`src/rtl/sdmzp_pkg.sv`:
```
// Constants shared by the mode-register-write, calibration and power-down block.
// Assumes one command clock CORE_CLK at 200 MHz; the CA bus arrives as two samples per cycle.
// Notes on behaviour
// CS low, CA3..CA0 low decodes a write
// Register number is CA1f-CA0f above CA9r-CA4r
// Written byte is falling-edge CA9..CA2
// Writes to read-only registers change nothing
// Controller writes only with all banks idle
// Only NOPs during write period, then idle
// Mode reads allowed idle or active, state kept
// Reset write restores defaults, enters auto-init
// Controller keeps boot timings after reset write
// Four calibrations, each with own busy period
// Controller runs init calibration, long/short later
// Calibration reset restores default drive, no quiet
// Calibration only when idle, data bus quiet
// Shared resistor: no overlapping calibrations except reset
// Calibration pin at supply: ignore calibrations
// Calibration done switches calibration current off
// Only NOPs and CKE high while calibrating
// CKE falling with CS high enters power-down
// CKE not lowered during mode or data operations
// Idle or active power-down, buffers off
// No refresh during power-down
// CKE high with CS high exits, tCKE, tXP
// NOP is CS high or CA2..CA0 high
// Busy windows counted; non-NOP inside flagged illegal
// Bank state tracked; writes while active rejected
package sdmzp_pkg;
    // ******************************
    // Timing
    // ******************************
    localparam int CLK_PERIOD_PS = 5000;
    localparam int T_MRW_NS = 10;
    localparam int T_CKE_NS = 15;
    localparam int T_XP_NS = 15;
    localparam int T_ZQINIT_NS = 1000;
    localparam int T_ZQCL_NS = 360;
    localparam int T_ZQCS_NS = 90;
    localparam int T_ZQRESET_NS = 50;
    localparam int T_INIT_NS = 1000;
    localparam int MRW_CYC = (T_MRW_NS * 1000 + CLK_PERIOD_PS - 1) / CLK_PERIOD_PS;
    localparam int CKE_CYC = (T_CKE_NS * 1000 + CLK_PERIOD_PS - 1) / CLK_PERIOD_PS;
    localparam int XP_CYC = (T_XP_NS * 1000 + CLK_PERIOD_PS - 1) / CLK_PERIOD_PS;
    localparam int ZQINIT_CYC = (T_ZQINIT_NS * 1000 + CLK_PERIOD_PS - 1) / CLK_PERIOD_PS;
    localparam int ZQCL_CYC = (T_ZQCL_NS * 1000 + CLK_PERIOD_PS - 1) / CLK_PERIOD_PS;
    localparam int ZQCS_CYC = (T_ZQCS_NS * 1000 + CLK_PERIOD_PS - 1) / CLK_PERIOD_PS;
    localparam int ZQRESET_CYC = (T_ZQRESET_NS * 1000 + CLK_PERIOD_PS - 1) / CLK_PERIOD_PS;
    localparam int INIT_CYC = (T_INIT_NS * 1000 + CLK_PERIOD_PS - 1) / CLK_PERIOD_PS;
    localparam int CNT_W = 12;
    // Synchroniser contents after reset: CKE and CS_N at idle high, all else low
    localparam logic [23:0] PIN_IDLE = 24'h30_0000;
    // ******************************
    // Mode register map
    // ******************************
    localparam logic [7:0] MA_RESET = 8'h3F;
    localparam logic [7:0] MA_ZQ = 8'h0A;
    localparam logic [7:0] ZQ_INIT_CODE = 8'hFF;
    localparam logic [7:0] ZQ_LONG_CODE = 8'hAB;
    localparam logic [7:0] ZQ_SHORT_CODE = 8'h56;
    localparam logic [7:0] ZQ_RESET_CODE = 8'hC3;
    localparam logic [7:0] MA_WR_LO = 8'h01;
    localparam logic [7:0] MA_WR_HI = 8'h03;
    localparam logic [7:0] MR_DEFAULT = 8'h00;
    localparam logic [3:0] DRIVE_DEFAULT = 4'h0;
    localparam logic [3:0] DRIVE_CAL = 4'h1;
    // ******************************
    // States
    // ******************************
    typedef enum logic [5:0] {
        ST_IDLE = 6'b00_0001,
        ST_MRW = 6'b00_0010,
        ST_INIT = 6'b00_0100,
        ST_ZQ = 6'b00_1000,
        ST_PD = 6'b01_0000,
        ST_XP = 6'b10_0000
    } sdmzp_state_type;
endpackage

```
`src/rtl/sdmzp_mr_mem.sv`:
```
// Small mode register store with registered read data.
// Assumes writes and reads come from logic on CORE_CLK.
`timescale 1ns/1ps
`default_nettype none
module sdmzp_mr_mem
(
    // Clock and reset
    input wire logic clk,
    input wire logic rst_n,
    // Write side
    input wire logic wr_en,
    input wire logic [1:0] wr_addr,
    input wire logic [7:0] wr_data,
    input wire logic clr_all,
    // Read side
    input wire logic [1:0] rd_addr,
    output logic [7:0] rd_data
);
    import sdmzp_pkg::*;
    logic [7:0] mem_r [4];
    // One writable register per entry
    genvar gi;
    generate
        for (gi = 0; gi < 4; gi++)
        begin : g_ent
            always_ff @(posedge clk)
            begin
                if (!rst_n || clr_all)
                    mem_r[gi] <= MR_DEFAULT;
                else if (wr_en && wr_addr == 2'(gi))
                    mem_r[gi] <= wr_data;
            end
        end
    endgenerate
    // Registered read port
    always_ff @(posedge clk)
    begin
        if (!rst_n)
            rd_data <= MR_DEFAULT;
        else
            rd_data <= mem_r[rd_addr];
    end
endmodule
`default_nettype wire

```
`src/rtl/sdmzp_top.sv`:
```
// Device-side command logic: mode register writes, calibration and power-down.
// Assumes the controller delivers CS_N, CKE, CA rising and falling samples as pins.
`timescale 1ns/1ps
`default_nettype none
module sdmzp_top
(
    // Clock and reset
    input wire logic CORE_CLK,
    input wire logic RST_N,
    // Command pins
    input wire logic CKE,
    input wire logic CS_N,
    input wire logic [9:0] CA_RISE,
    input wire logic [9:0] CA_FALL,
    // Bank and pin straps, mode register read address
    input wire logic BANK_ACTIVE,
    input wire logic ZQ_AT_SUPPLY,
    input wire logic [1:0] MR_RD_ADDR,
    // Status outputs
    output logic [7:0] MR_RD_DATA,
    output logic BUSY,
    output logic POWER_DOWN,
    output logic ACTIVE_PD,
    output logic BUFFERS_ON,
    output logic ZQ_CURRENT_ON,
    output logic [3:0] OUTPUT_DRIVE_IMPEDANCE,
    output logic ILLEGAL_CMD,
    output logic REJECTED_CMD,
    output logic INIT_ACTIVE
);
    import sdmzp_pkg::*;
    // ******************************
    // Input synchronisers
    // ******************************
    localparam int PW = 24;
    logic [PW-1:0] s1_r, s2_r, s3_r, pin_r;
    logic cke, cs_n, bank_act, zq_sup;
    logic [9:0] ca_r, ca_f;
    // Three stages; a change counts once stage two and three agree
    always_ff @(posedge CORE_CLK)
    begin
        if (!RST_N)
        begin
            s1_r <= PIN_IDLE;
            s2_r <= PIN_IDLE;
            s3_r <= PIN_IDLE;
            pin_r <= PIN_IDLE;
        end
        else
        begin
            s1_r <= {ZQ_AT_SUPPLY, BANK_ACTIVE, CKE, CS_N, CA_RISE, CA_FALL};
            s2_r <= s1_r;
            s3_r <= s2_r;
            for (int i = 0; i < PW; i++)
                if (s2_r[i] == s3_r[i])
                    pin_r[i] <= s3_r[i];
        end
    end
    assign {zq_sup, bank_act, cke, cs_n, ca_r, ca_f} = pin_r;
    // ******************************
    // Command decode
    // ******************************
    logic cke_prev_r;
    logic cs_n_prev_r;
    logic cmd_start;
    logic is_nop, is_mrw, is_pde;
    logic [7:0] ma, op;
    logic mr_writable;
    logic [7:0] zq_len;
    logic zq_cmd;
    assign is_nop = cs_n || (ca_r[2:0] == 3'b111);
    // The controller holds CS low two cycles so the input filter passes it; count one command per low run
    assign cmd_start = !cs_n && cs_n_prev_r;
    assign is_mrw = cke && cke_prev_r && cmd_start && ca_r[3:0] == 4'b0000;
    assign ma = {ca_f[1:0], ca_r[9:4]};
    assign op = ca_f[9:2];
    assign mr_writable = ma >= MA_WR_LO && ma <= MA_WR_HI;
    assign zq_cmd = ma == MA_ZQ && (op == ZQ_INIT_CODE || op == ZQ_LONG_CODE ||
                                    op == ZQ_SHORT_CODE || op == ZQ_RESET_CODE);
    assign is_pde = cke_prev_r && !cke && cs_n;
    // Calibration period by command code
    always_comb
    begin
        zq_len = 8'h00;
        unique case (op)
            ZQ_INIT_CODE: zq_len = 8'(ZQINIT_CYC);
            ZQ_LONG_CODE: zq_len = 8'(ZQCL_CYC);
            ZQ_SHORT_CODE: zq_len = 8'(ZQCS_CYC);
            default: zq_len = 8'(ZQRESET_CYC);
        endcase
    end
    // Previous CKE and CS levels, reset to their idle high
    always_ff @(posedge CORE_CLK)
    begin
        if (!RST_N)
        begin
            cke_prev_r <= 1'b1;
            cs_n_prev_r <= 1'b1;
        end
        else
        begin
            cke_prev_r <= cke;
            cs_n_prev_r <= cs_n;
        end
    end
    // ******************************
    // Main state machine
    // ******************************
    sdmzp_state_type state_r;
    logic [CNT_W-1:0] cnt_r;
    logic cnt_done;
    logic accept_mrw;
    logic zq_reset_r;
    assign cnt_done = cnt_r == '0;
    assign accept_mrw = state_r == ST_IDLE && is_mrw && !bank_act;
    // State and busy counter
    always_ff @(posedge CORE_CLK)
    begin
        if (!RST_N)
        begin
            state_r <= ST_IDLE;
            cnt_r <= '0;
        end
        else
        begin
            unique case (state_r)
                ST_IDLE:
                begin
                    if (is_pde)
                    begin
                        state_r <= ST_PD;
                        cnt_r <= CNT_W'(CKE_CYC - 1);
                    end
                    else if (accept_mrw && ma == MA_RESET)
                    begin
                        state_r <= ST_INIT;
                        cnt_r <= CNT_W'(INIT_CYC - 1);
                    end
                    else if (accept_mrw && zq_cmd && !zq_sup)
                    begin
                        state_r <= ST_ZQ;
                        cnt_r <= CNT_W'(zq_len - 8'h01);
                    end
                    else if (accept_mrw)
                    begin
                        state_r <= ST_MRW;
                        cnt_r <= CNT_W'(MRW_CYC - 1);
                    end
                end
                ST_MRW, ST_INIT, ST_ZQ:
                begin
                    if (cnt_done)
                        state_r <= ST_IDLE;
                    else
                        cnt_r <= cnt_r - 1'b1;
                end
                ST_PD:
                begin
                    if (!cnt_done)
                        cnt_r <= cnt_r - 1'b1;
                    // Exit only after minimum low time
                    else if (cke && cs_n)
                    begin
                        state_r <= ST_XP;
                        cnt_r <= CNT_W'(XP_CYC - 1);
                    end
                end
                ST_XP:
                begin
                    if (cnt_done)
                        state_r <= ST_IDLE;
                    else
                        cnt_r <= cnt_r - 1'b1;
                end
                default:
                    state_r <= ST_IDLE;
            endcase
        end
    end
    // ******************************
    // Mode registers
    // ******************************
    logic mem_wr, mem_clr;
    // Read-only or unknown targets are simply dropped
    assign mem_wr = accept_mrw && mr_writable;
    assign mem_clr = accept_mrw && ma == MA_RESET;
    sdmzp_mr_mem u_mem
    (
        .clk(CORE_CLK),
        .rst_n(RST_N),
        .wr_en(mem_wr),
        .wr_addr(ma[1:0]),
        .wr_data(op),
        .clr_all(mem_clr),
        .rd_addr(MR_RD_ADDR),
        .rd_data(MR_RD_DATA)
    );
    // ******************************
    // Drive impedance and calibration pin
    // ******************************
    always_ff @(posedge CORE_CLK)
    begin
        if (!RST_N)
        begin
            OUTPUT_DRIVE_IMPEDANCE <= DRIVE_DEFAULT;
            ZQ_CURRENT_ON <= 1'b0;
            zq_reset_r <= 1'b0;
        end
        else
        begin
            if (state_r == ST_IDLE && accept_mrw && zq_cmd && !zq_sup)
            begin
                ZQ_CURRENT_ON <= op != ZQ_RESET_CODE;
                zq_reset_r <= op == ZQ_RESET_CODE;
            end
            else if (state_r == ST_ZQ && cnt_done)
            begin
                ZQ_CURRENT_ON <= 1'b0;
                OUTPUT_DRIVE_IMPEDANCE <= zq_reset_r ? DRIVE_DEFAULT : DRIVE_CAL;
            end
            if (zq_sup || mem_clr)
                OUTPUT_DRIVE_IMPEDANCE <= DRIVE_DEFAULT;
        end
    end
    // ******************************
    // Status outputs
    // ******************************
    always_ff @(posedge CORE_CLK)
    begin
        if (!RST_N)
        begin
            BUSY <= 1'b0;
            POWER_DOWN <= 1'b0;
            ACTIVE_PD <= 1'b0;
            BUFFERS_ON <= 1'b1;
            INIT_ACTIVE <= 1'b0;
        end
        else
        begin
            BUSY <= state_r inside {ST_MRW, ST_INIT, ST_ZQ};
            POWER_DOWN <= state_r == ST_PD;
            BUFFERS_ON <= state_r != ST_PD;
            if (state_r == ST_IDLE && is_pde)
                ACTIVE_PD <= bank_act;
            INIT_ACTIVE <= state_r == ST_INIT;
        end
    end
    // Flags for refused and illegal commands
    always_ff @(posedge CORE_CLK)
    begin
        if (!RST_N)
        begin
            ILLEGAL_CMD <= 1'b0;
            REJECTED_CMD <= 1'b0;
        end
        else
        begin
            ILLEGAL_CMD <= (state_r inside {ST_MRW, ST_INIT, ST_ZQ, ST_XP}) && cmd_start && !is_nop;
            REJECTED_CMD <= state_r == ST_IDLE && is_mrw && bank_act;
        end
    end
    // ******************************
    // Checks
    // ******************************
    a_mrw_busy: assert property (@(posedge CORE_CLK) disable iff (!RST_N)
        accept_mrw && mr_writable |=> state_r == ST_MRW [*2] ##1 state_r == ST_IDLE)
        else $error("write period wrong");
    a_active_reject: assert property (@(posedge CORE_CLK) disable iff (!RST_N)
        state_r == ST_IDLE && is_mrw && bank_act |=> REJECTED_CMD && $stable(state_r))
        else $error("active write not rejected");
    a_zq_ignored: assert property (@(posedge CORE_CLK) disable iff (!RST_N)
        zq_sup && accept_mrw && zq_cmd |=> state_r != ST_ZQ)
        else $error("calibration not ignored");
    a_zq_end: assert property (@(posedge CORE_CLK) disable iff (!RST_N)
        state_r == ST_ZQ && cnt_done |=> !ZQ_CURRENT_ON)
        else $error("calibration current left on");
    a_pd_entry: assert property (@(posedge CORE_CLK) disable iff (!RST_N)
        state_r == ST_IDLE && is_pde |=> state_r == ST_PD ##1 POWER_DOWN && !BUFFERS_ON)
        else $error("power-down not entered");
    a_pd_hold: assert property (@(posedge CORE_CLK) disable iff (!RST_N)
        $rose(state_r == ST_PD) |-> state_r == ST_PD [*3])
        else $error("power-down left before tCKE");
    a_xp_wait: assert property (@(posedge CORE_CLK) disable iff (!RST_N)
        $rose(state_r == ST_XP) |-> state_r == ST_XP [*3] ##1 state_r == ST_IDLE)
        else $error("exit latency wrong");
    a_ro_write: assert property (@(posedge CORE_CLK) disable iff (!RST_N)
        accept_mrw && !mr_writable && ma != MA_RESET |-> !mem_wr && !mem_clr)
        else $error("read-only register written");
    a_illegal: assert property (@(posedge CORE_CLK) disable iff (!RST_N)
        state_r inside {ST_MRW, ST_INIT, ST_ZQ} && cmd_start && !is_nop |=> ILLEGAL_CMD)
        else $error("illegal command not flagged");
    a_zq_start: assert property (@(posedge CORE_CLK) disable iff (!RST_N)
        accept_mrw && zq_cmd && !zq_sup && op != ZQ_RESET_CODE |=> ZQ_CURRENT_ON && state_r == ST_ZQ)
        else $error("calibration not started");
    a_init_entry: assert property (@(posedge CORE_CLK) disable iff (!RST_N)
        accept_mrw && ma == MA_RESET |=> state_r == ST_INIT ##1 INIT_ACTIVE && MR_RD_DATA == MR_DEFAULT)
        else $error("reset write did not initialise");
    a_strap_drive: assert property (@(posedge CORE_CLK) disable iff (!RST_N)
        zq_sup |=> OUTPUT_DRIVE_IMPEDANCE == DRIVE_DEFAULT)
        else $error("drive not default with calibration pin at supply");
    a_pd_kind: assert property (@(posedge CORE_CLK) disable iff (!RST_N)
        state_r == ST_IDLE && is_pde |=> ACTIVE_PD == $past(bank_act))
        else $error("power-down kind wrong");
    a_xp_buffers: assert property (@(posedge CORE_CLK) disable iff (!RST_N)
        state_r == ST_XP |=> BUFFERS_ON)
        else $error("buffers off after exit");
    c_mrw: cover property (@(posedge CORE_CLK) disable iff (!RST_N) accept_mrw && mr_writable);
    c_zq: cover property (@(posedge CORE_CLK) disable iff (!RST_N) state_r == ST_ZQ && cnt_done);
    c_pd: cover property (@(posedge CORE_CLK) disable iff (!RST_N) state_r == ST_XP);
    c_reset: cover property (@(posedge CORE_CLK) disable iff (!RST_N) state_r == ST_INIT);
endmodule
`default_nettype wire

```
`config.mk`:
```
export PLATFORM = sky130hd
export DESIGN_NAME = sdmzp_top
export DESIGN_NICKNAME = d
export VERILOG_FILES = /design/src/rtl/sdmzp_pkg.sv /design/src/rtl/sdmzp_mr_mem.sv /design/src/rtl/sdmzp_top.sv
export SDC_FILE = /design/constraint.sdc
export NUM_CORES = 1
export LEC_CHECK = 0
export BUFFER_PORTS_ARGS = -buffer_cell sky130_fd_sc_hd__buf_2
export CAP_MARGIN = 20
export CORE_MARGIN = 5
export CORE_UTILIZATION = 53
export DETAILED_ROUTE_END_ITERATION = 12
export PLACE_DENSITY = 0.72
export SYNTH_ARGS = -nofsm -noshare
export SYNTH_HDL_FRONTEND = slang
export SYNTH_SLANG_ARGS = --single-unit
```
`constraint.sdc`:
```
create_clock -name CORE_CLK -period 2.5 [get_ports CORE_CLK]
set_clock_uncertainty 0.15 [all_clocks]
set_input_delay 0 -clock CORE_CLK [delete_from_list [all_inputs] [get_ports CORE_CLK]]
set_output_delay 0 -clock CORE_CLK [all_outputs]
set_load 0.05 [all_outputs]
```
Yosys cells after proc, flatten, opt, wreduce, memory -nomap -nowiden
Memory sizes are Yosys's and may differ from the RTL's. A register that Yosys moved wholly into a read port is not among the register bits.
Cells that the tools add are included.
{"block": "totals", "regBits": 129, "mem_count": 1, "elab_cells": 190, "ramBits": 32}
{"block": "classes", "bitwise_logic": 6, "reduce_logical": 52, "eq_ne": 48, "n_lt_le_gt_ge": 2, "muxes": 38, "add_sub_neg": 2}
{"memory": "u_mem.mem_r", "depth": 4, "width": 8, "read_ports": 1, "rd_ports_with_merged_regs": 1, "wr": 4, "line": "sdmzp_mr_mem.sv:20", "rtl": "logic [7:0] mem_r [4];"}
{"cell": "12-bit 2-to-1 mux", "count": 7}
{"cell": "6-bit 2-to-1 mux", "count": 7}
{"cell": "12-bit case mux with 3 select lines", "count": 1}
{"cell": "8-bit 2-to-1 mux", "count": 4}
{"cell": "1-bit logical AND", "count": 27}
{"cell": "1-bit == test", "count": 24}
{"cell": "8-bit == test, second input constant", "count": 3}
{"cell": "8-bit case mux with 3 select lines", "count": 1}
{"cell": "6-bit case mux with 3 select lines", "count": 1}
{"cell": "1-bit 2-to-1 mux", "count": 17}
{"cell": "12-bit logical NOT", "count": 1}
{"cell": "12-bit by 1-bit subtractor with 12-bit output, second input constant", "count": 1}
{"cell": "8-bit by 1-bit subtractor with 9-bit output, second input constant", "count": 1}
{"cell": "8-bit by 4-bit == test with 1-bit output, second input constant", "count": 1}
{"cell": "8-bit by 6-bit == test with 1-bit output, second input constant", "count": 1}
{"cell": "8-bit by 7-bit == test with 1-bit output, second input constant", "count": 1}
{"cell": "8-bit by 1-bit >= comparator with 1-bit output, second input constant", "count": 1}
{"cell": "8-bit by 2-bit <= comparator with 1-bit output, second input constant", "count": 1}
{"cell": "8-bit inequality test, second input constant", "count": 1}
{"cell": "4-bit AND reduction", "count": 2}
{"cell": "1-bit logical NOT", "count": 7}
{"cell": "6-bit by 1-bit == test with 1-bit output, second input constant", "count": 1}
{"cell": "6-bit by 2-bit == test with 1-bit output, second input constant", "count": 1}
{"cell": "6-bit by 3-bit == test with 1-bit output, second input constant", "count": 1}
{"cell": "22 further kinds", "count": 35}

Longest topological paths before layout
{"block": "depth", "ltp_word": 12, "depth_mapped": 10, "ltp_nobuf": 8}

Modules after synthesis
Synthesis repeated with hierarchy kept, for this count alone.
{"block": "unflattened", "cells_unflattened": 616, "area_unflattened_um2": 6517.5}
{"mod": "sdmzp_top", "cells_per_inst": 489, "seq_area_each_um2": 2522.4, "instances": 1, "area_per_inst_um2": 4800.9}
{"mod": "sdmzp_mr_mem", "cells_per_inst": 127, "seq_area_each_um2": 1121.1, "instances": 1, "area_per_inst_um2": 1716.6}

Worst setup path after synthesis
OpenSTA, ideal clock, no wires.
{"block": "synth_path", "path_kind": "flip-flop to flip-flop", "start": "register pin_r[20]", "end": "memory u_mem.mem_r[1][0], enable pin", "path_slack_ns": -0.006, "n_path_buf": 0, "arrival_time_ns": 1.972, "period_less_slack_ns": 2.506, "path_stages_with_launch": 5, "cell_sequence": "dfxtp_1 -> nor4b_4 -> nand3b_2 -> or4_4 -> o21ai_0"}
{"item": "from (decl)", "line": "sdmzp_top.sv:36", "rtl": "logic [PW-1:0] s1_r, s2_r, s3_r, pin_r;"}
{"item": "from (signal, indexed assignment)", "line": "sdmzp_top.sv:56", "rtl": "pin_r[i] <= s3_r[i];"}
{"item": "to (decl)", "line": "sdmzp_mr_mem.sv:20"}

Worst setup path after layout
{"block": "layout_path", "start": "register cnt_r[0]", "end": "register cnt_r[5]"}
{"block": "layout_via", "elab_chain_cells": 3}
{"item": "from (decl)", "line": "sdmzp_top.sv:110", "rtl": "logic [CNT_W-1:0] cnt_r;"}
{"item": "from (signal assigned)", "line": "sdmzp_top.sv:132", "rtl": "cnt_r <= CNT_W'(CKE_CYC - 1);"}
{"item": "from (signal assigned)", "line": "sdmzp_top.sv:137", "rtl": "cnt_r <= CNT_W'(INIT_CYC - 1);"}
{"item": "from (signal assigned)", "line": "sdmzp_top.sv:142", "rtl": "cnt_r <= CNT_W'(zq_len - 8'h01);"}
{"item": "12-bit by 1-bit subtractor with 12-bit output / 12-bit logical NOT (equally long branches)"}
{"item": "12-bit 2-to-1 mux, or another cell as far along", "line": "sdmzp_top.sv:152, sdmzp_top.sv:170"}
{"item": "12-bit case mux with 3 select lines / 4-bit AND reduction (equally long branches)"}
Several ways; a longest one is shown, not always the timed one. The select of a mux whose other input is x is not followed.
A chain may end at the register's enable or synchronous reset.

==> results by stage <==
Critical path:
- The length in cells of the worst reg-to-reg path is 8.
- The worst setup path is launched from a register.
- The reg-to-reg startpoint is cnt_r[0].
- The critical path data required time is ~2700 ps.
- The combined buffer and inverter count along the critical path is 1.
- Data arrives at the worst endpoint at approximately 2600 ps.
- Of all nets on the critical path, the largest fanout is 24.
- On the critical path the largest part of the delay comes from simple AND/OR/NAND/NOR gates.
- The slowest stage of the critical path belongs to the cell sky130_fd_sc_hd__or3b_4.
- In this run the number of cells on the critical path is 8.
- The critical path class is register to register.
- In this run the register-to-register setup slack is 110 ps.
- The worst register-to-register path ends at cnt_r[5].
- For this run, the slowest stage of the critical path takes 420 ps.
- The element type at the critical path end is a register.
- The critical path goes through inv_1, ha_1, or3b_4, or2_1, nand2b_4, o221a_4, and3_1, o21a_1.

Detailed routing:
- The routed layout has 4393 vias.
- The detailed-routing iteration count for the pre-antenna-repair pass is 5.
- The post-detailed-route count of antenna-violating nets is 0.
- Using the TritonRoute via totals, the vias-per-cell ratio works out to between 5 and 6.
- The average detailed-routed wire length per instance is 14.2 um.
- After detailed routing, the number of remaining DRC violations is 0.
- Summed over all layers, the routed wires come to 12000 um.
- The initial DRC count is between 200 and 300.

Clock network:
- Clock tree synthesis selected as its root buffer the cell sky130_fd_sc_hd__clkbuf_16.
- The number of clock sinks is approximately 170.
- After clock tree synthesis, the clock-pin slew on the worst setup and hold paths is about 60 ps.
- TritonCTS built the clock tree.
- Buffers added to address setup during post-CTS repair amount to 0.
- The number of buffers between clock root and the deepest sink is 2.
- The CTS H-tree depth is 4.
- The number of buffers created by CTS is 17.
- At the later pin of the worst-skew pair, clock insertion delay measures 420 ps.

Timing:
- The maximum achievable frequency is roughly 0.42 GHz.
- The setup slack after layout is around 110 ps.
- Hold timing on the final database bottoms out at a slack of ~75 ps.
- Counting I/O delays and the setup requirement, the final critical path takes roughly 2400 ps.
- The worst-margin pin slew is about 660 ps.
- The count of final max-slew check failures is 0.
- Summed over all failing endpoints, the final setup total negative slack is 0 ps.
- The number of failing setup endpoints in the final timing report is 0.
- The worst max-slew margin expressed relative to the limit is 0.562.
- Dividing the final minimum period by the clock period gives 0.955.
- Setup repair after global routing left no endpoint under its margin.
- The total count of hold-check failures in the final report is 0.

Synth:
- The xor-xnor portion of the synthesized cell area is 0.00276.
- The share of synthesized cell area in and, or, nand and nor gates is 0.238.
- The largest family of logic cells by synthesized area is simple AND/OR/NAND/NOR gates.
- The cell taking the most area after synthesis is sky130_fd_sc_hd__dfxtp_1.
- Of the post-synthesis cell area, the dominant cell type holds 0.423.
- The count of warnings emitted by yosys is 0.
- The number of distinct standard cells referenced by the synthesized netlist is 64.
- The complex-gate fraction of the synthesized area is 0.120.
- By area the synthesized netlist is led by sky130_fd_sc_hd__dfxtp_1 (42%), sky130_fd_sc_hd__edfxtp_1 (15%), sky130_fd_sc_hd__and2_1 (10%), sky130_fd_sc_hd__nand2_1 (3.3%), sky130_fd_sc_hd__a21boi_0 (3.1%).
- The post-synthesis average cell area is 10.8 um2.
- The most used flip-flop cell after synthesis is sky130_fd_sc_hd__dfxtp_1.
- The number of storage elements in the synthesis netlist is approximately 170.
- Of the total synthesized cell area, the portion taken by full adders, half adders and majority gates is 0.00395.
- For this run, asynchronously set or reset flops after synthesis account for 0.
- The number of synthesized flops with an enable pin is 32.
- Of the synthesized area, sequential elements account for 0.575.
- The portion of netlist area occupied by mux cells is 0.0316.
- The mapped cell area is approximately 6300 um2.
- The number of instances in the synthesized netlist is about 600.

Final layout:
- Measured on the finished design, the core utilization comes to 0.651.
- The area growth from synthesis to final layout is 21.7%.
- In the final layout, the share of cells above drive strength 1 is 0.181.
- The final instance count without filler cells is 844.
- The repair_antennas step left the layout with diodes totalling 0.
- After the last flow step, the layout net total stands at 715.

Pwr:
- The standby leakage power is 3.08 nW.
- IR analysis of the VDD net gives a maximum drop of 0.402 mV.
- The power density over the cells is 803 nW/um2.

Min path:
- In this run the most critical hold path is launched from MR_RD_ADDR[0].
- The path category of the worst min-delay check is input pin to register.
- The instance count along the most critical hold path is 3.
- The endpoint of the worst hold path is u_mem.rd_data[3].

Flow run:
- Max-cap violations in this run came to 0.

GRT:
- The number of antenna violations at the first check in global routing is 0.
- The first global-routing pass estimated 20600 um of wire.
- Entering global routing, the biggest net connects 83 pins.
- The number of global-route vias before repair is 4302.
- Across every metal layer, demand over resource in global routing totals 0.180.
- The total overflow left after global routing is 0.

Floorplan:
- During I/O placement, the number of pins put on the boundary was 48.
- The placement row count is 40.
- The die outline area is ~14000 um2.
- The die is 119 um tall.
- The area of the core is approximately 12000 um2.
- The initial utilization of the core area, before any placement, comes to 0.534.
- In this run the horizontal extent of the chip is approximately 120 um.

Run status:
- The flow ran to the end, and the final reports show no timing, DRC or antenna violations.

Placement:
- The last weighted congestion value of the routability-driven placer is ~0.89.
- The worst slack at placement is between 15 and 20 ps.
- Buffers placed on the I/O ports in this run total 44.
- Once placement completed, the tool counted placed cells totaling ~780.
- The total half-perimeter wirelength after legalization and detailed placement is 8270 um.
[worst max-delay path by stage]
stage	end	start	slack, ps
floorplan	u_mem.mem_r[3][0]	pin_r[20]	4
global placement	u_mem.mem_r[3][3]	pin_r[20]	150
detailed placement	u_mem.mem_r[1][6]	state_r[4]	20
CTS	u_mem.mem_r[1][6]	pin_r[21]	40
global route	u_mem.mem_r[1][6]	pin_r[21]	20
finish	cnt_r[5]	cnt_r[0]	110
[layer usage]
metal  share of wire  wire length, um  track usage  vias up
li1                -                -            -     2223
met1            0.48             5800        0.239     2061
met2            0.45             5440        0.278       87
met3           0.036              431       0.0442       22
met4           0.026              316       0.0852        0
met5               0                0            0        -
[final cells by class]
| cell class | count | area (um2) |
|---|---|---|
| Clock buffer | 25 | 497 |
| Clock inverter | 6 | 67.6 |
| Fill cell | 934 | 4150 |
| Inverter | 6 | 22.5 |
| Multi-Input combinational cell | 393 | 2560 |
| Sequential cell | 166 | 3640 |
| Tap cell | 147 | 184 |
| Timing Repair Buffer | 101 | 743 |
[worst reg2reg max path, stage by stage, from the launching register on]
cell	delay [ps]
sky130_fd_sc_hd__dfxtp_1	340
sky130_fd_sc_hd__inv_1	70
sky130_fd_sc_hd__ha_1	170
sky130_fd_sc_hd__or3b_4	420
sky130_fd_sc_hd__or2_1	260
sky130_fd_sc_hd__nand2b_4	160
sky130_fd_sc_hd__o221a_4	380
sky130_fd_sc_hd__and3_1	180
sky130_fd_sc_hd__o21a_1	160
[metrics by stage]
| stage | power (W) | instance area [um2] |
|---|---|---|
| finish | 0.00620 | 7720 |
| global route | 0.00647 | 7720 |
| CTS | 0.00625 | 7710 |
| detailed placement | 0.00374 | 6770 |
| global placement | 0.00373 | 6770 |
| floorplan | 0.00361 | 6380 |
[cells by family after synthesis]
group                      after synthesis
muxes                                   10
and+or+nand+nor                        254
other                                    1
AOI/OAI and AO/OA                      114
adders and majority gates                2
xor gates and xnor gates                 2
buffers and inverters                   39
DFF                                    166
[power by group]
part / internal, W / leakage, nW / switching [W] / total (W)
logic: 0.000365 / 1.38 / 0.000465 / 0.000830
clock network: 0.00148 / 0.277 / 0.000980 / 0.00246
registers: 0.00284 / 1.42 / 0.0000702 / 0.00291
total: 0.00468 / 3.08 / 0.00152 / 0.00620
[registers in the layout (all words and copies together) (netlist names), 6 cells and up]
signal,flops
pin_r,24
u_mem.mem_r,32
s3_r,24
cnt_r,12
state_r,6
s1_r,24
s2_r,24
u_mem.rd_data,8
[synth_stat cells, types with 3 or more instances]
| library cell | count |
|---|---|
| sky130_fd_sc_hd__nand4_1 | 4 |
| sky130_fd_sc_hd__nand2b_1 | 10 |
| sky130_fd_sc_hd__dfxtp_1 | 134 |
| sky130_fd_sc_hd__inv_1 | 5 |
| sky130_fd_sc_hd__buf_4 | 3 |
| sky130_fd_sc_hd__a21o_1 | 3 |
| sky130_fd_sc_hd__nor2_1 | 15 |
| sky130_fd_sc_hd__a31o_2 | 5 |
| sky130_fd_sc_hd__nor4_1 | 5 |
| sky130_fd_sc_hd__a21oi_1 | 15 |
| sky130_fd_sc_hd__o211a_1 | 3 |
| sky130_fd_sc_hd__o21a_1 | 3 |
| sky130_fd_sc_hd__or2_2 | 3 |
| sky130_fd_sc_hd__nand3_1 | 10 |
| sky130_fd_sc_hd__nor4b_1 | 3 |
| sky130_fd_sc_hd__mux4_2 | 8 |
| sky130_fd_sc_hd__o31ai_1 | 4 |
| sky130_fd_sc_hd__clkbuf_1 | 25 |
| sky130_fd_sc_hd__or4_1 | 3 |
| sky130_fd_sc_hd__edfxtp_1 | 32 |
| sky130_fd_sc_hd__nand2_1 | 56 |
| sky130_fd_sc_hd__o211ai_1 | 4 |
| sky130_fd_sc_hd__and2_1 | 103 |
| sky130_fd_sc_hd__or2_1 | 3 |
| sky130_fd_sc_hd__nor3_1 | 11 |
| sky130_fd_sc_hd__o21ai_0 | 37 |
| sky130_fd_sc_hd__a21boi_0 | 26 |
| sky130_fd_sc_hd__buf_6 | 3 |
| sky130_fd_sc_hd__and3_1 | 5 |
[cell usage in the layout, fill, tap and decap left out, types with 3 or more instances in the layout]
cell                            synthesis  routed
sky130_fd_sc_hd__a21boi_0              26      26
sky130_fd_sc_hd__a21o_1                 3       3
sky130_fd_sc_hd__a21oi_1               15      15
sky130_fd_sc_hd__a31o_2                 5       5
sky130_fd_sc_hd__and2_1               103     103
sky130_fd_sc_hd__and3_1                 5       5
sky130_fd_sc_hd__buf_2                  2      43
sky130_fd_sc_hd__buf_4                  3      21
sky130_fd_sc_hd__clkbuf_1              25       5
sky130_fd_sc_hd__clkbuf_16              0      18
sky130_fd_sc_hd__conb_1                 1      11
sky130_fd_sc_hd__dfxtp_1              134     134
sky130_fd_sc_hd__dlygate4sd3_1          0      37
sky130_fd_sc_hd__edfxtp_1              32      32
sky130_fd_sc_hd__inv_1                  5       5
sky130_fd_sc_hd__mux4_2                 8       8
sky130_fd_sc_hd__nand2_1               56      56
sky130_fd_sc_hd__nand2b_1              10      10
sky130_fd_sc_hd__nand3_1               10      10
sky130_fd_sc_hd__nand4_1                4       4
sky130_fd_sc_hd__nor2_1                15      15
sky130_fd_sc_hd__nor3_1                11      10
sky130_fd_sc_hd__nor4_1                 5       5
sky130_fd_sc_hd__nor4b_1                3       3
sky130_fd_sc_hd__o211a_1                3       3
sky130_fd_sc_hd__o211ai_1               4       4
sky130_fd_sc_hd__o21a_1                 3       3
sky130_fd_sc_hd__o21ai_0               37      36
sky130_fd_sc_hd__o31ai_1                4       4
sky130_fd_sc_hd__or2_2                  3       3
sky130_fd_sc_hd__or4_1                  3       3
[timing repair]
action                                 CTS  global route
setup endpoints to repair                1            22
hold buffers                            37             0
endpoints found under the hold margin   49             0
resized for setup                        1             1
No activity file was read; power rests on OpenSTA's default activity.
